**config.mk**
```make
export PLATFORM = sky130hd
export DESIGN_NAME = lpd_cmd_decoder
export DESIGN_NICKNAME = d
export VERILOG_FILES = /design/src/lpd_pkg.sv /design/src/lpd_cmd_decoder.sv /design/src/lpd_ticker.sv
export SDC_FILE = /design/constraint.sdc
export NUM_CORES = 1
export LEC_CHECK = 0
export ABC_CLOCK_PERIOD_IN_PS = 4400
export BUFFER_PORTS_ARGS = -buffer_cell sky130_fd_sc_hd__buf_4
export CAP_MARGIN = 20
export CORE_MARGIN = 1.5
export CORE_UTILIZATION = 30
export DETAILED_ROUTE_END_ITERATION = 12
export PLACE_DENSITY = 0.52
export RECOVER_POWER = 50
export SLEW_MARGIN = 20
export SYNTH_ARGS = -nofsm -noshare
export SYNTH_HDL_FRONTEND = slang
export SYNTH_HIERARCHICAL = 1
export SYNTH_SLANG_ARGS = --single-unit
```
**constraint.sdc**
```tcl
create_clock -name mclk_i -period 4.4 [get_ports mclk_i]
set_input_delay 0.44 -clock mclk_i [delete_from_list [all_inputs] [get_ports mclk_i]]
set_output_delay 0.44 -clock mclk_i [all_outputs]
set_load 0.01 [all_outputs]
```
**src/lpd_pkg.sv**
```systemverilog
// Summary of operation
// RQ1: byte 1100xxxx sets common scan direction from bit 3.
// RQ2: byte 00101xxx loads multiplier, adjuster and follower enables.
// RQ3: byte 00100xxx stores three-bit resistor ratio.
// RQ4: drive-level mode byte locks decoder until the value byte.
// RQ5: value byte loads six low bits as drive level, releases lock.
// RQ6: host sends mode byte and value byte back to back.
// RQ7: unused adjustment advises value code 100000.
// RQ8: indicator byte acts on bit 0; on form locks until register byte.
// RQ9: indicator register keeps two bits: off, 1 s, 0.5 s, steady.
// RQ10: indicator pins follow only the indicator commands.
// RQ11: byte 1101xxxx picks frame or line inversion from bit 3.
// RQ12: line inversion locks decoder until the line count byte.
// RQ13: count byte low five bits give n plus one lines.
// RQ14: all-dots-on while display off enters standby or sleep.
// RQ15: power save keeps all settings and still serves memory access.
// RQ16: all-dots-on off command leaves power save.
// RQ17: sleep stops oscillator, supply and drivers; outputs at ground.
// RQ18: standby stops supply and dynamic drivers; indicator keeps running.
// RQ19: reset command in standby moves to sleep.
// RQ20: byte 11100011 changes nothing except releasing test mode.
// RQ21: byte 1111xxxx enters test mode only with test pin high.
// RQ22: byte 1010010x sets all dots on or normal display.
package lpd_pkg;

	// ---------------------------------------------------------------
	// command codes and masks
	// ---------------------------------------------------------------
	localparam logic [7:0] LPD_COM_VAL   = 8'hc0;
	localparam logic [7:0] LPD_COM_MSK   = 8'hf0;
	localparam logic [7:0] LPD_PWR_VAL   = 8'h28;
	localparam logic [7:0] LPD_RAT_VAL   = 8'h20;
	localparam logic [7:0] LPD_5BIT_MSK  = 8'hf8;
	localparam logic [7:0] LPD_LVL_MODE  = 8'h81;
	localparam logic [7:0] LPD_IND_VAL   = 8'hac;
	localparam logic [7:0] LPD_ALLON_VAL = 8'ha4;
	localparam logic [7:0] LPD_DISP_VAL  = 8'hae;
	localparam logic [7:0] LPD_PAIR_MSK  = 8'hfe;
	localparam logic [7:0] LPD_DRV_VAL   = 8'hd0;
	localparam logic [7:0] LPD_RESET_CMD = 8'he2;
	localparam logic [7:0] LPD_NOP_CMD   = 8'he3;
	localparam logic [7:0] LPD_TEST_VAL  = 8'hf0;

	// ---------------------------------------------------------------
	// values after reset
	// ---------------------------------------------------------------
	localparam logic [5:0] LPD_RST_LEVEL = 6'h20;
	localparam logic [2:0] LPD_RST_RATIO = 3'h0;
	localparam logic [1:0] LPD_RST_IND   = 2'h0;
	localparam logic [4:0] LPD_RST_LINES = 5'h00;

	// ---------------------------------------------------------------
	// timing
	// ---------------------------------------------------------------
	localparam int unsigned LPD_CLK_HZ       = 10_000_000;
	localparam int unsigned LPD_BLINK_TICK_MS = 250;
	localparam int unsigned LPD_BLINK_TICK_CYC =
		LPD_CLK_HZ / 1000 * LPD_BLINK_TICK_MS;
	localparam int unsigned LPD_FR_HALF_US   = 8;
	localparam int unsigned LPD_FR_HALF_CYC  =
		LPD_CLK_HZ / 1_000_000 * LPD_FR_HALF_US;

	// ---------------------------------------------------------------
	// decoder lock states, gray along idle->lock->idle for LVL and LINES only
	// ---------------------------------------------------------------
	typedef enum logic [1:0] {
		LPD_ST_IDLE  = 2'b00,
		LPD_ST_LVL   = 2'b01,
		LPD_ST_IND   = 2'b11,
		LPD_ST_LINES = 2'b10
	} lpd_lock_t;

	typedef enum logic [1:0] {
		LPD_PS_RUN   = 2'b00,
		LPD_PS_STBY  = 2'b01,
		LPD_PS_SLEEP = 2'b11
	} lpd_psave_t;

endpackage

```
**src/lpd_cmd_decoder.sv**
```systemverilog
`timescale 1ns/100ps
module lpd_cmd_decoder #(
	parameter int unsigned BLINK_TICK_CYC = lpd_pkg::LPD_BLINK_TICK_CYC,
	parameter int unsigned FR_HALF_CYC    = lpd_pkg::LPD_FR_HALF_CYC
) (
	// clock and reset
	input  wire logic       mclk_i,
	input  wire logic       sys_rst_i,
	// host byte port
	input  wire logic       cmd_wr_i,
	input  wire logic       cmd_data_select_i,
	input  wire logic [7:0] cmd_byte_i,
	// strap pin
	input  wire logic       test_enable_pin_i,
	// settings
	output logic            com_reverse_o,
	output logic            mult_en_o,
	output logic            adj_en_o,
	output logic            follow_en_o,
	output logic [2:0]      res_ratio_o,
	output logic [5:0]      drive_level_o,
	output logic            disp_on_o,
	output logic            all_dots_o,
	output logic            line_inv_o,
	output logic [4:0]      inv_lines_o,
	output logic            ind_on_o,
	output logic [1:0]      ind_mode_o,
	// power state
	output logic            sleep_o,
	output logic            standby_o,
	output logic            osc_run_o,
	output logic            lcd_supply_on_o,
	output logic            drivers_run_o,
	output logic            test_mode_o,
	output logic            cmd_locked_o,
	// indicator pins
	output logic            frame_signal_pin_o,
	output logic            static_indicator_pin_o
);
	import lpd_pkg::*;

	// ---------------------------------------------------------------
	// decode helpers
	// ---------------------------------------------------------------
	function automatic logic hit(input logic [7:0] b,
		input logic [7:0] val, input logic [7:0] msk);
		hit = ((b & msk) == val);
	endfunction

	lpd_lock_t  lock_reg;
	lpd_psave_t ps_reg;
	logic       cmd_take;
	logic       idle_take;
	logic       test_s1_reg;
	logic       test_s2_reg;

	assign cmd_take  = cmd_wr_i & ~cmd_data_select_i;
	assign idle_take = cmd_take & (lock_reg == LPD_ST_IDLE);

	// ---------------------------------------------------------------
	// test pin synchroniser
	// ---------------------------------------------------------------
	always_ff @(posedge mclk_i or posedge sys_rst_i) begin
		if (sys_rst_i) begin
			test_s1_reg <= 1'b0;
			test_s2_reg <= 1'b0;
		end else begin
			test_s1_reg <= test_enable_pin_i;
			test_s2_reg <= test_s1_reg;
		end
	end

	// ---------------------------------------------------------------
	// lock state machine
	// ---------------------------------------------------------------
	// data bytes never count as the second byte; only command bytes do
	always_ff @(posedge mclk_i or posedge sys_rst_i) begin
		if (sys_rst_i) begin
			lock_reg <= LPD_ST_IDLE;
		end else if (cmd_take) begin
			case (lock_reg)
			LPD_ST_IDLE: begin
				if (cmd_byte_i == LPD_LVL_MODE)
					lock_reg <= LPD_ST_LVL; // RQ4
				else if (cmd_byte_i == (LPD_IND_VAL | 8'h01))
					lock_reg <= LPD_ST_IND; // RQ8
				else if (cmd_byte_i[7:3] == 5'b11011)
					lock_reg <= LPD_ST_LINES; // RQ12
			end
			LPD_ST_LVL:   lock_reg <= LPD_ST_IDLE; // RQ5
			LPD_ST_IND:   lock_reg <= LPD_ST_IDLE; // RQ8
			LPD_ST_LINES: lock_reg <= LPD_ST_IDLE; // RQ12
			default:      lock_reg <= LPD_ST_IDLE;
			endcase
		end
	end

	assign cmd_locked_o = (lock_reg != LPD_ST_IDLE);

	// ---------------------------------------------------------------
	// common direction, power and ratio
	// ---------------------------------------------------------------
	always_ff @(posedge mclk_i or posedge sys_rst_i) begin
		if (sys_rst_i) begin
			com_reverse_o <= 1'b0;
		end else if (idle_take) begin
			if (hit(cmd_byte_i, LPD_COM_VAL, LPD_COM_MSK))
				com_reverse_o <= cmd_byte_i[3]; // RQ1
			else if (cmd_byte_i == LPD_RESET_CMD)
				com_reverse_o <= 1'b0;
		end
	end

	// power enables survive the reset command
	always_ff @(posedge mclk_i or posedge sys_rst_i) begin
		if (sys_rst_i) begin
			mult_en_o   <= 1'b0;
			adj_en_o    <= 1'b0;
			follow_en_o <= 1'b0;
		end else if (idle_take &&
			hit(cmd_byte_i, LPD_PWR_VAL, LPD_5BIT_MSK)) begin
			mult_en_o   <= cmd_byte_i[2]; // RQ2
			adj_en_o    <= cmd_byte_i[1]; // RQ2
			follow_en_o <= cmd_byte_i[0]; // RQ2
		end
	end

	always_ff @(posedge mclk_i or posedge sys_rst_i) begin
		if (sys_rst_i) begin
			res_ratio_o <= LPD_RST_RATIO;
		end else if (idle_take) begin
			if (hit(cmd_byte_i, LPD_RAT_VAL, LPD_5BIT_MSK))
				res_ratio_o <= cmd_byte_i[2:0]; // RQ3
			else if (cmd_byte_i == LPD_RESET_CMD)
				res_ratio_o <= LPD_RST_RATIO;
		end
	end

	// ---------------------------------------------------------------
	// drive level
	// ---------------------------------------------------------------
	always_ff @(posedge mclk_i or posedge sys_rst_i) begin
		if (sys_rst_i) begin
			drive_level_o <= LPD_RST_LEVEL;
		end else if (cmd_take && lock_reg == LPD_ST_LVL) begin
			drive_level_o <= cmd_byte_i[5:0]; // RQ5
		end else if (idle_take && cmd_byte_i == LPD_RESET_CMD) begin
			drive_level_o <= LPD_RST_LEVEL;
		end
	end

	// ---------------------------------------------------------------
	// display on/off and all dots
	// ---------------------------------------------------------------
	always_ff @(posedge mclk_i or posedge sys_rst_i) begin
		if (sys_rst_i) begin
			disp_on_o  <= 1'b0;
			all_dots_o <= 1'b0;
		end else if (idle_take) begin
			if (hit(cmd_byte_i, LPD_DISP_VAL, LPD_PAIR_MSK))
				disp_on_o <= cmd_byte_i[0];
			if (hit(cmd_byte_i, LPD_ALLON_VAL, LPD_PAIR_MSK))
				all_dots_o <= cmd_byte_i[0]; // RQ22
		end
	end

	// ---------------------------------------------------------------
	// drive method
	// ---------------------------------------------------------------
	always_ff @(posedge mclk_i or posedge sys_rst_i) begin
		if (sys_rst_i) begin
			line_inv_o  <= 1'b0;
			inv_lines_o <= LPD_RST_LINES;
		end else if (cmd_take && lock_reg == LPD_ST_LINES) begin
			inv_lines_o <= cmd_byte_i[4:0]; // RQ13
		end else if (idle_take &&
			hit(cmd_byte_i, LPD_DRV_VAL, LPD_COM_MSK)) begin
			line_inv_o <= cmd_byte_i[3]; // RQ11
		end
	end

	// ---------------------------------------------------------------
	// static indicator
	// ---------------------------------------------------------------
	always_ff @(posedge mclk_i or posedge sys_rst_i) begin
		if (sys_rst_i) begin
			ind_on_o   <= 1'b0;
			ind_mode_o <= LPD_RST_IND;
		end else if (cmd_take && lock_reg == LPD_ST_IND) begin
			ind_mode_o <= cmd_byte_i[1:0]; // RQ9
		end else if (idle_take) begin
			if (hit(cmd_byte_i, LPD_IND_VAL, LPD_PAIR_MSK))
				ind_on_o <= cmd_byte_i[0]; // RQ8
			else if (cmd_byte_i == LPD_RESET_CMD) begin
				ind_on_o   <= 1'b0;
				ind_mode_o <= LPD_RST_IND;
			end
		end
	end

	// ---------------------------------------------------------------
	// power save
	// ---------------------------------------------------------------
	// entry and exit also load all_dots_o from bit 0; every other setting is kept
	always_ff @(posedge mclk_i or posedge sys_rst_i) begin
		if (sys_rst_i) begin
			ps_reg <= LPD_PS_RUN;
		end else if (idle_take) begin
			if (cmd_byte_i == (LPD_ALLON_VAL | 8'h01)) begin
				if (!disp_on_o && ps_reg == LPD_PS_RUN)
					ps_reg <= ind_on_o ? LPD_PS_STBY
						: LPD_PS_SLEEP; // RQ14 RQ15
			end else if (cmd_byte_i == LPD_ALLON_VAL) begin
				ps_reg <= LPD_PS_RUN; // RQ16
			end else if (cmd_byte_i == LPD_RESET_CMD &&
				ps_reg == LPD_PS_STBY) begin
				ps_reg <= LPD_PS_SLEEP; // RQ19
			end
		end
	end

	assign sleep_o         = (ps_reg == LPD_PS_SLEEP);
	assign standby_o       = (ps_reg == LPD_PS_STBY);
	assign osc_run_o       = !sleep_o; // RQ17
	assign lcd_supply_on_o = (ps_reg == LPD_PS_RUN); // RQ18
	assign drivers_run_o   = (ps_reg == LPD_PS_RUN); // RQ17

	// ---------------------------------------------------------------
	// test mode
	// ---------------------------------------------------------------
	always_ff @(posedge mclk_i or posedge sys_rst_i) begin
		if (sys_rst_i) begin
			test_mode_o <= 1'b0;
		end else if (idle_take) begin
			if (hit(cmd_byte_i, LPD_TEST_VAL, LPD_COM_MSK) && test_s2_reg)
				test_mode_o <= 1'b1; // RQ21
			else if (cmd_byte_i == LPD_NOP_CMD ||
				cmd_byte_i == LPD_RESET_CMD)
				test_mode_o <= 1'b0; // RQ20
		end
	end

	// ---------------------------------------------------------------
	// indicator pin drive
	// ---------------------------------------------------------------
	logic       blink_tick;
	logic       fr_tick;
	logic [1:0] blink_cnt_reg;
	logic       ind_lit;

	lpd_ticker #(
		.PERIOD (BLINK_TICK_CYC)
	) u_blink (
		.mclk_i    (mclk_i),
		.sys_rst_i (sys_rst_i),
		.run_i     (osc_run_o),
		.tick_o    (blink_tick)
	);

	lpd_ticker #(
		.PERIOD (FR_HALF_CYC)
	) u_frame (
		.mclk_i    (mclk_i),
		.sys_rst_i (sys_rst_i),
		.run_i     (osc_run_o),
		.tick_o    (fr_tick)
	);

	always_ff @(posedge mclk_i or posedge sys_rst_i) begin
		if (sys_rst_i)
			blink_cnt_reg <= 2'h0;
		else if (blink_tick)
			blink_cnt_reg <= blink_cnt_reg + 2'h1;
	end

	// bit 1 toggles every 0.5 s (1 s blink), bit 0 every 0.25 s
	always_comb begin
		case (ind_mode_o)
		2'h1:    ind_lit = blink_cnt_reg[1]; // RQ9
		2'h2:    ind_lit = blink_cnt_reg[0]; // RQ9
		2'h3:    ind_lit = 1'b1;
		default: ind_lit = 1'b0;
		endcase
		ind_lit = ind_lit & ind_on_o; // RQ10
	end

	// pins held low in sleep; an unlit segment sees no dc across it
	always_ff @(posedge mclk_i or posedge sys_rst_i) begin
		if (sys_rst_i) begin
			frame_signal_pin_o     <= 1'b0;
			static_indicator_pin_o <= 1'b0;
		end else if (sleep_o) begin
			frame_signal_pin_o     <= 1'b0; // RQ17
			static_indicator_pin_o <= 1'b0; // RQ17
		end else if (fr_tick) begin
			frame_signal_pin_o     <= !frame_signal_pin_o; // RQ18
			static_indicator_pin_o <= !frame_signal_pin_o ^ ind_lit;
		end
	end
endmodule

```
**src/lpd_ticker.sv**
```systemverilog
`timescale 1ns/100ps
module lpd_ticker #(
	parameter int unsigned PERIOD = 80
) (
	// clock and reset
	input  wire logic mclk_i,
	input  wire logic sys_rst_i,
	// control
	input  wire logic run_i,
	output logic      tick_o
);
	import lpd_pkg::*;

	localparam int unsigned CW = (PERIOD > 2) ? $clog2(PERIOD) : 1;
	localparam logic [CW-1:0] LAST = CW'(PERIOD - 1);

	logic [CW-1:0] cnt_reg;

	// counter restarts when stopped so the first tick is a full period
	always_ff @(posedge mclk_i or posedge sys_rst_i) begin
		if (sys_rst_i) begin
			cnt_reg <= '0;
			tick_o  <= 1'b0;
		end else if (!run_i) begin
			cnt_reg <= '0;
			tick_o  <= 1'b0;
		end else if (cnt_reg == LAST) begin
			cnt_reg <= '0;
			tick_o  <= 1'b1;
		end else begin
			cnt_reg <= cnt_reg + 1'b1;
			tick_o  <= 1'b0;
		end
	end

endmodule

```
# ---- Yosys cells after proc, flatten, opt, wreduce, memory -nomap -nowiden
# Index checks and enable logic that the tools add are counted.
dict set report totals {
  input_bits 13
  output_inout_bits 33
  word_cells 133
  ff_bits 66
}
dict set report op_classes {
  n_addsub 3
  n_bitwise 7
  n_reduce_logical 36
  n_mux 35
  eq_ne 28
}
# operator count
set op_table {}
lappend op_table {{$eq A8 B8 Y1 const B} 6}
lappend op_table {{$mux W22} 2}
lappend op_table {{$eq A7 B7 Y1 const B} 4}
lappend op_table {{$mux W2} 12}
lappend op_table {{$add A22 B1 Y22 const B} 1}
lappend op_table {{$eq A22 B22 Y1 const B} 1}
lappend op_table {{$reduce_bool A2 Y1} 9}
lappend op_table {{$mux W7} 2}
lappend op_table {{$reduce_and A2 Y1} 7}
lappend op_table {{$mux W1} 13}
lappend op_table {{$eq A4 B4 Y1 const B} 3}
lappend op_table {{$mux W6} 2}
lappend op_table {{$eq A2 B2 Y1 const B} 5}
lappend op_table {{$eq A5 B3 Y1 const B} 2}
lappend op_table {{$logic_and A1 B1 Y1} 9}
lappend op_table {{$reduce_and A3 Y1} 3}
lappend op_table {{$add A7 B1 Y7 const B} 1}
lappend op_table {{$eq A2 B1 Y1 const B} 3}
lappend op_table {{$mux W3} 2}
lappend op_table {{$eq A5 B5 Y1 const B} 1}
lappend op_table {{$logic_not A2 Y1} 2}
lappend op_table {{$ne A4 B1 Y1 const B} 1}
lappend op_table {{$pmux W2 S2} 1}
lappend op_table {{$and A1 B1 Y1} 3}
lappend op_table {{10 further kinds} 14}

# ---- Depth between registers and ports, before layout
# Gate-level depths: netlist of run 1.
dict set report logic_depth {
  ltp_word 6
  mapped_depth 7
  depth_no_buf 5
}

# ---- Cells and area by module
# Netlist of run 1, hierarchy kept.
# mod seq_area_each_um2 area_each_um2 instances cells_each
set modules_own_cells {}
lappend modules_own_cells {lpd_cmd_decoder 877.1 1630.3 1 150}
lappend modules_own_cells {{lpd_ticker (u_blink)} 575.6 1179.9 1 128}
lappend modules_own_cells {{lpd_ticker (u_frame)} 200.2 361.6 1 35}

# ---- Least setup slack after synthesis of run 1
# OpenSTA, ideal clock, no wires.
dict set report synth_path {
  kind {reg2reg}
  start {reg lock_reg[0]}
  end {reg com_reverse_o}
  setup_time_ns 0.122
  slack_ns 2.573
  period_less_slack_ns 1.827
  n_path_buf 1
  t_arrival_ns 1.705
  stages_incl_launch_ff 6
  required_time_ns 4.278
  path_cell_list {dfrtp_1 > or4b_4 > nor4_4 > buf_6 > a21oi_1 > a32o_1}
}
dict set report synth_between {
  elab_chain_len 3
}
# item line
set synth_rtl {}
lappend synth_rtl {{start: declaration} lpd_cmd_decoder.sv:50} ;# lpd_lock_t lock_reg;
lappend synth_rtl {{start signal: assignment} lpd_cmd_decoder.sv:79} ;# lock_reg <= LPD_ST_IDLE;
lappend synth_rtl {{start signal: assignment} lpd_cmd_decoder.sv:84} ;# lock_reg <= LPD_ST_LVL;
lappend synth_rtl {{start signal: assignment} lpd_cmd_decoder.sv:86} ;# lock_reg <= LPD_ST_IND;
lappend synth_rtl {{$logic_not A2 Y1} lpd_cmd_decoder.sv:58} ;# assign idle_take = cmd_take & (lock_reg == LPD_ST_IDLE);
lappend synth_rtl {{$and A1 B1 Y1} lpd_cmd_decoder.sv:58}
lappend synth_rtl {{$reduce_and A2 Y1 (no source line)} -}
lappend synth_rtl {{end signal: assignment} lpd_cmd_decoder.sv:108} ;# com_reverse_o <= cmd_byte_i[3];
lappend synth_rtl {{end: declaration} lpd_cmd_decoder.sv:16} ;# output logic com_reverse_o,
# No other way between the ends.
# A chain may end at the register's enable or synchronous reset.

# ---- Worst setup path after layout of run 1
dict set report layout_path {
  start {reg u_blink.cnt_reg[0]}
  end {reg u_blink.cnt_reg[2]}
}
dict set report layout_between {
  elab_chain_len 3
  word_cells_on_any_way 4
  cone_classes {1 x add/sub; 1 x eq/ne; 2 x mux}
}
# item line
set layout_rtl {}
lappend layout_rtl {{start: declaration} lpd_ticker.sv:17} ;# logic [CW-1:0] cnt_reg;
lappend layout_rtl {{start signal: assignment} lpd_ticker.sv:31} ;# cnt_reg <= cnt_reg + 1'b1;
lappend layout_rtl {{$add A22 B1 Y22 / $eq A22 B22 Y1 (equally long branches)} {lpd_ticker.sv:31, lpd_ticker.sv:27}}
lappend layout_rtl {{$mux W22 (*)} lpd_ticker.sv:27} ;# end else if (cnt_reg == LAST) begin
lappend layout_rtl {{$mux W22 (*)} lpd_ticker.sv:24} ;# end else if (!run_i) begin
# Mark *: on every way between the ends. The rest lies on a longest branch, timed or not.

==> implementation parameters, run 1 <==
Parameter                              Value

Run status
  Outcome    finished with violations
  Failing checks    max-capacitance violations, max-slew violations

Floorplan
  Die ar.    between 10000 and 15000 um^2
  Die Span Y    ~110 um
  Die Span X    105.8 um
  Core ar.    roughly 10000 um^2
  I/O pin count    46
  Std-Cell Rows    37
  Initial standard-cell utilization of the core    between 30% and 40%

Layout
  Antenna diode count    0
  Number of nets in the layout    375
  Number of flip-flops in the largest register    22
  Layout cell share with drive strength beyond 1    21.37%
  Relative area change from synthesis to final layout    21.62%
  Summed area of non-filler cells in the final layout    roughly 3900 um^2
  Share of the core filled with cells in the final layout    between 30% and 40%

Timing
  Setup repair after global routing missed its margin    false
  Count of final setup violators    0
  Final worst clock skew    19.04 ps
  Setup TNS after final layout    0 ps
  Actual transition at the worst max-transition pin    1937 ps
  Period utilisation layout    a little over 50%
  Period minus WS final    2231 ps
  Slew headroom    -29.17%
  Max-slew violations    36
  Top achievable clock speed    roughly 450 MHz
  Smallest setup slack after layout    approximately 2200 ps
  Hold Vio Cnt, Final    0

Hold path
  Class of the tightest hold or removal check    primary input to async pin

CTS
  Post-CTS sizing    0
  CTS sink count    66
  Clock tree from TritonCTS    yes
  Clock tree root buffer cell    sky130_fd_sc_hd__clkbuf_8
  Clock-pin slew reported for the worst setup and hold paths after clock tree synthesis    approximately 90 ps
  H-tree levels    3
  Setup Fix Bufs, Post-CTS    0
  Hold buffer count at CTS    0
  Maximum count of clock buffers along a single path    2
  Total clock buffers created by CTS    9
  Clock network latency to the later pin of the worst-skew pair    between 300 and 400 ps

Job
  Maxcap violations    1

Global routing
  GRT Util Overall    a little over an eighth
  Gr busiest metal    met2
  Routing usage on met3    under 10%
  Initial antenna violation count    0
  Global-route wire length before repair    11860 um
  Leftover overflow at the end of global routing    0
  Via count of the first global-routing pass    around 2400
  Met2 demand-to-capacity share in global routing    approximately 22%
  Met1 Track Usage GR    17.18%
  Pin count of the biggest net entering global routing    36

Power
  Sequential group share of total power    between 40% and 50%
  Internal Dissipation    between 0.001 and 0.0015 W
  Net switching power of the design    between 0.0004 and 0.0005 W
  Total design power    between 0.0015 and 0.002 W
  Portion of total power attributed to the clock network    40.6%
  Share of power burned in combinational logic    11.9%
  Highest ir drop seen on vdd    152.7 uV
  Power Density    about 400 nW/um^2
  Pleak    1.722 nW
  Switching fraction of total power    26.51%

Yosys
  Count of distinct cell types in the synthesized netlist    a little over 50
  Cells taking the most area after synthesis    sky130_fd_sc_hd__dfrtp_1, sky130_fd_sc_hd__nand2_1, sky130_fd_sc_hd__mux2_2, sky130_fd_sc_hd__nor2_1, sky130_fd_sc_hd__o21ai_0
  Synth Warn #    6
  Post-synthesis sequential area ratio    between 50 and 60%
  EDFF count, synth    0
  Async set or reset register ratio after synthesis    100.0%
  Most numerous cell types in the synthesized netlist    sky130_fd_sc_hd__dfrtp_1, sky130_fd_sc_hd__nand2_1, sky130_fd_sc_hd__nor2_1, sky130_fd_sc_hd__o21ai_0, sky130_fd_sc_hd__inv_1
  Mean Syn Cell Area    10.13 um^2
  Nets in the synthesized netlist    328
  Most used standard cell by instance count after synthesis    sky130_fd_sc_hd__dfrtp_1
  Post-synth top area share    between 50% and 60%
  Synth Cell Area    3172 um^2
  Library cell with the largest summed area after synthesis    sky130_fd_sc_hd__dfrtp_1
  Number of synthesized register bits    66
  Primary flip-flop cell chosen by synthesis mapping    sky130_fd_sc_hd__dfrtp_1
  Number of instances in the synthesized netlist    313

Placed design
  HPWL after DPL    4827 um
  Worst slack at placement    2131 ps
  Routability cong.    0.7711
  Post-place instance area    about 3600 um^2
  Number of buffers inserted by port buffering    45

Worst setup path
  Crit path kind    flop to flop
  End point of the critical path    u_blink/cnt_reg[2]
  R2R Path End    u_blink/cnt_reg[2]
  Worst setup startpoint    u_blink/cnt_reg[0]
  Launching element type of the critical path    flop
  Max FO, Critical Path    12
  Depth of the worst register-to-register path    6
  Worst-case register-to-register setup slack    about 2200 ps
  Nature of the critical path endpoint    flop
  Critical Path RT    roughly 4600 ps
  Data arrival time of the worst path    roughly 2500 ps
  Worst R2R Start    u_blink/cnt_reg[0]

Routing
  Antenna violation net count after detailed routing    0
  Number of detailed-routing iterations run before antenna repair    4
  Drt initial violations    99
  Final WL    roughly 7000 um
  DRC    0
  Count of vias placed by the detailed router    ~2500
  Average via count per standard cell    4.892
  Routed wire per std cell    between 10 and 15 um
power by group through the flow:
| stage | clock network [W] | registers (W) | logic, W |
|---|---|---|---|
| global placement | 0 | 0.000752 | 0.000191 |
| global route | 0.000690 | 0.000752 | 0.000209 |
| detailed placement | 0 | 0.000751 | 0.000194 |
| finish | 0.000634 | 0.000743 | 0.000186 |
| CTS | 0.000660 | 0.000741 | 0.000194 |
| floorplan | 0 | 0.000741 | 0.000115 |
critical path, cell delays in order, from the launching register on:
cell and delay (ps):
sky130_fd_sc_hd__dfrtp_1 390, sky130_fd_sc_hd__ha_1 220, sky130_fd_sc_hd__and4_2 340, sky130_fd_sc_hd__nand4_1 160, sky130_fd_sc_hd__o21ai_1 630, sky130_fd_sc_hd__buf_4 320, sky130_fd_sc_hd__nor2_1 70
cell usage in the layout, fill, tap and decap left out, drive strengths merged, types with 2 or more instances in the layout:
cell type	count
o2111ai	3
nand4	9
nor3	7
dfrtp	65
clkinv	3
nor4b	3
o21ai	20
nor3b	3
xnor2	7
buf	39
nor2b	7
a21oi	13
or3b	2
nand3	15
and4	4
ha	2
o22ai	4
nand2b	3
or3	9
nand4b	3
bufinv	3
clkbuf	18
mux2	11
xor2	10
and2	2
a32o	2
and3	2
inv	15
a22o	3
nor4	4
nand2	33
o31ai	3
nor2	28
worst min path at each step:
stage	from	end	slack, ps	cells past startpoint
floorplan	sys_rst_i	u_frame/cnt_reg[0]	260	1
detailed placement	test_s1_reg	test_s2_reg	340	0
finish	sys_rst_i	u_frame/cnt_reg[4]	30	2
global placement	test_s1_reg	test_s2_reg	330	0
CTS	sys_rst_i	u_frame/cnt_reg[4]	40	2
global route	sys_rst_i	u_frame/cnt_reg[5]	70	2
per-stage QoR:
step | hold slack, ps | std cells
2_1_floorplan | 255.7 | 313
3_3_place_gp | 334.0 | 485
3_5_place_dp | 341.9 | 485
4_1_cts | 44.43 | 501
5_1_grt | 69.49 | 501
6_report | 31.54 | 501
kinds of logic (layout without fill, tap and decap cells):
| family | after synthesis | count (layout) | synth area share (%) |
|---|---|---|---|
| AND/OR/NAND/NOR | 139 | 139 | 24.66 |
| flip-flops | 66 | 66 | 52.11 |
| AO/OA/AOI/OAI | 51 | 51 | 9.862 |
| buffers and inverters | 26 | 78 | 3.668 |
| XOR/XNOR | 17 | 17 | 4.694 |
| multiplexers | 12 | 12 | 4.221 |
| adder cells (fa/ha/maj) | 2 | 2 | 0.7888 |
final cells by class:
cell class                      instances  area, um^2
Tap cell                              136       170.2
Clock inverter                          7       125.1
Fill cell                            1042        6420
Multi-Input combinational cell        221        1403
Sequential cell                        66        1653
Timing Repair Buffer                   48       330.3
Clock buffer                            9       123.9
Inverter                               14       52.55
routing by layer:
| layer | part of all wire (%) | vias up | wire length (um) |
|---|---|---|---|
| met2 | 48 | 42 | 3315 |
| li1 | - | 1209 | - |
| met5 | 0 | - | 0 |
| met4 | 1.3 | 0 | 91 |
| met1 | 47 | 1194 | 3288 |
| met3 | 3.7 | 6 | 257 |
No activity file was read; power rests on OpenSTA's default activity.
==> run 2: changes to the inputs <==
--- a/config.mk
+++ b/config.mk
@@ -5,7 +5,7 @@
 export SDC_FILE = /design/constraint.sdc
 export NUM_CORES = 1
 export LEC_CHECK = 0
-export ABC_CLOCK_PERIOD_IN_PS = 4400
+export ABC_CLOCK_PERIOD_IN_PS = 2250
 export BUFFER_PORTS_ARGS = -buffer_cell sky130_fd_sc_hd__buf_4
 export CAP_MARGIN = 20
 export CORE_MARGIN = 1.5
==> constraint.sdc (replaced) <==
create_clock -name mclk_i -period 2.25 [get_ports mclk_i]
set_input_delay 0.225 -clock mclk_i [delete_from_list [all_inputs] [get_ports mclk_i]]
set_output_delay 0.225 -clock mclk_i [all_outputs]
set_load 0.01 [all_outputs]
==> implementation parameters, run 2 (same netlist as run 1, synthesis figures left out) <==
Parameter                              Value

Floorplan
  Die Span X    105.8 um (unchanged)
  Core ar.    10280 um^2 (unchanged)
  Initial standard-cell utilization of the core    30.86% (unchanged)
  I/O pin count    46 (unchanged)
  Std-Cell Rows    37 (unchanged)
  Die ar.    11200 um^2 (unchanged)
  Die Span Y    105.8 um (unchanged)

Routing
  Drt initial violations    121 (was 99)
  DRC    0 (unchanged)
  Routed wire per std cell    13.83 um (was 13.88 um)
  Final WL    6996 um (was 6953 um)
  Average via count per standard cell    4.798 (was 4.892)
  Number of detailed-routing iterations run before antenna repair    4 (unchanged)
  Count of vias placed by the detailed router    2428 (was 2451)
  Antenna violation net count after detailed routing    0 (unchanged)

Worst setup path
  Worst R2R Start    lock_reg[0] (was u_blink/cnt_reg[0])
  Nature of the critical path endpoint    flop (unchanged)
  Crit path kind    flop to flop (unchanged)
  Max FO, Critical Path    8 (was 12)
  Data arrival time of the worst path    2180 ps (was 2460 ps)
  Critical Path RT    2540 ps (was 4630 ps)
  Depth of the worst register-to-register path    5 (was 6)
  Worst-case register-to-register setup slack    360 ps (was 2170 ps)
  R2R Path End    drive_level_o[5] (was u_blink/cnt_reg[2])
  Launching element type of the critical path    flop (unchanged)

Power
  Internal Dissipation    0.001931 W (was 0.001148 W)
  Net switching power of the design    0.0007884 W (was 0.0004141 W)
  Highest ir drop seen on vdd    273.5 uV (was 152.7 uV)
  Switching fraction of total power    28.99% (was 26.51%)
  Sequential group share of total power    52.7% (was 47.5%)
  Portion of total power attributed to the clock network    33.2% (was 40.6%)
  Pleak    1.697 nW (was 1.722 nW)
  Power Density    712.5 nW/um^2 (was 405.0 nW/um^2)
  Share of power burned in combinational logic    14.1% (was 11.9%)

Job
  Maxcap violations    0 (was 1)

Timing
  Top achievable clock speed    529.3 MHz (was 448.2 MHz)
  Slew headroom    17.65% (was -29.17%)
  Period utilisation layout    83.96% (was 50.71%)
  Hold Vio Cnt, Final    0 (unchanged)
  Period minus WS final    1889 ps (was 2231 ps)
  Max-slew violations    0 (was 36)
  Final worst clock skew    10.10 ps (was 19.04 ps)
  Count of final setup violators    0 (unchanged)
  Setup TNS after final layout    0 ps (unchanged)
  Setup repair after global routing missed its margin    false (unchanged)
  Actual transition at the worst max-transition pin    1235 ps (was 1937 ps)

Hold path
  Startpoint of the worst hold path    cmd_byte_i[5]
  Class of the tightest hold or removal check    primary input to flop (was primary input to async pin)
  Min-Delay Path Depth    3
  Capture endpoint of the worst hold path    drive_level_o[5]

Layout
  Number of flip-flops in the largest register    22 (unchanged)
  Share of the core filled with cells in the final layout    37.14% (was 37.53%)
  Layout cell share with drive strength beyond 1    21.08% (was 21.37%)
  Relative area change from synthesis to final layout    20.35% (was 21.62%)
  Number of nets in the layout    380 (was 375)
  Highest-count cells in the layout ignoring fill and taps    sky130_fd_sc_hd__dfrtp_1, sky130_fd_sc_hd__buf_4, sky130_fd_sc_hd__nand2_1 (unchanged)
  Antenna diode count    0 (unchanged)
  Leading cell type in the layout, fill and taps excluded    sky130_fd_sc_hd__dfrtp_1 (unchanged)
  Number of inserted filler cells in the final layout    1065 (was 1042)

CTS
  Clock network latency to the later pin of the worst-skew pair    350 ps (about the same)
  CTS sink count    66 (unchanged)
  Total clock buffers created by CTS    9 (unchanged)
  Clock tree from TritonCTS    yes (unchanged)
  H-tree levels    3 (unchanged)
  Clock tree root buffer cell    sky130_fd_sc_hd__clkbuf_8 (unchanged)
  Clock-pin slew reported for the worst setup and hold paths after clock tree synthesis    80 ps (was 90 ps)
  Maximum count of clock buffers along a single path    2 (unchanged)

Run status
  Outcome    finished clean (was finished with violations)

Global routing
  Leftover overflow at the end of global routing    0 (unchanged)
  Global-route wire length before repair    12050 um (was 11860 um)
  Initial antenna violation count    0 (unchanged)
  Via count of the first global-routing pass    2415 (was 2399)
  GRT Util Overall    13.78% (was 13.47%)
  Pin count of the biggest net entering global routing    36 (unchanged)

Placed design
  HPWL after DPL    4937 um (was 4827 um)
  Number of buffers inserted by port buffering    45 (unchanged)
  Routability cong.    0.7789 (was 0.7711)
run 2: cell types whose count changed in the layout (fill, tap and decap cells not counted), moves of 2 or more:
cell	change
sky130_fd_sc_hd__clkinvlp_4	+2
sky130_fd_sc_hd__dlygate4sd3_1	+2
sky130_fd_sc_hd__clkbuf_1	+3
sky130_fd_sc_hd__bufinv_16	-3
sky130_fd_sc_hd__clkinv_2	+2
run 2: repair_timing:
| action | in CTS | in global routing |
|---|---|---|
| endpoints found under the hold margin | 32 | 0 |
| setup buffers | 0 | 0 |
| hold buffers | 2 | 0 |
| resized for setup | 0 | 0 |
run 2: layer usage:
| metal | global-route usage, % | wire length (um) | vias to the layer above |
|---|---|---|---|
| met5 | 0 | 0 | - |
| li1 | - | - | 1212 |
| met3 | 5.071 | 393 | 4 |
| met2 | 22.17 | 3266 | 50 |
| met1 | 17.29 | 3266 | 1162 |
| met4 | 4.054 | 69 | 0 |
run 2: per-stage QoR:
step	power [W]	std cells	hold WS [ps]	area, um^2	worst slack (ps)
floorplan	0.001673	313	40.66	3172	423.4
global placement	0.001856	488	217.9	3661	385.7
detailed placement	0.001861	488	217.8	3661	367.4
CTS	0.002792	506	119.5	3861	347.2
global route	0.002899	506	139.4	3817	254.8
finish	0.002720	506	136.4	3817	360.8
run 2: how the worst max path moves through the flow:
stage | startpoint | to | slack, ps | cells past startpoint
after global routing | lock_reg[0] | drive_level_o[5] | 250 | 5
after detailed placement | lock_reg[0] | res_ratio_o[1] | 370 | 4
final | lock_reg[0] | drive_level_o[5] | 360 | 5
after global placement | lock_reg[0] | drive_level_o[5] | 390 | 5
after floorplan | lock_reg[0] | com_reverse_o | 420 | 5
after CTS | lock_reg[0] | drive_level_o[5] | 350 | 5
run 2: power by group through the flow:
stage / registers [W] / clock network [W] / logic [W]
global placement: 0.00146 / 0 / 0.000401
floorplan: 0.00145 / 0 / 0.000224
detailed placement: 0.00145 / 0 / 0.000407
CTS: 0.00144 / 0.000949 / 0.000408
global route: 0.00146 / 0.00101 / 0.000431
finish: 0.00143 / 0.000903 / 0.000383
run 2: final cells by class:
type	count	area [um^2]	share of cell area (%)
Clock buffer	10	137.6	3.605
Clock inverter	6	42.54	1.114
Inverter	14	52.55	1.377
Multi-Input combinational cell	221	1403	36.74
Sequential cell	66	1653	43.30
Tap cell	136	170.2	4.458
Timing Repair Buffer	53	359.1	9.407
run 2: worst max-delay path, cell delays in order, from the launching register on:
cell and delay [ps]:
sky130_fd_sc_hd__dfrtp_1 450, sky130_fd_sc_hd__or4b_4 620, sky130_fd_sc_hd__nor4_4 380, sky130_fd_sc_hd__buf_4 220
sky130_fd_sc_hd__o21ai_0 80, sky130_fd_sc_hd__nand2_1 80
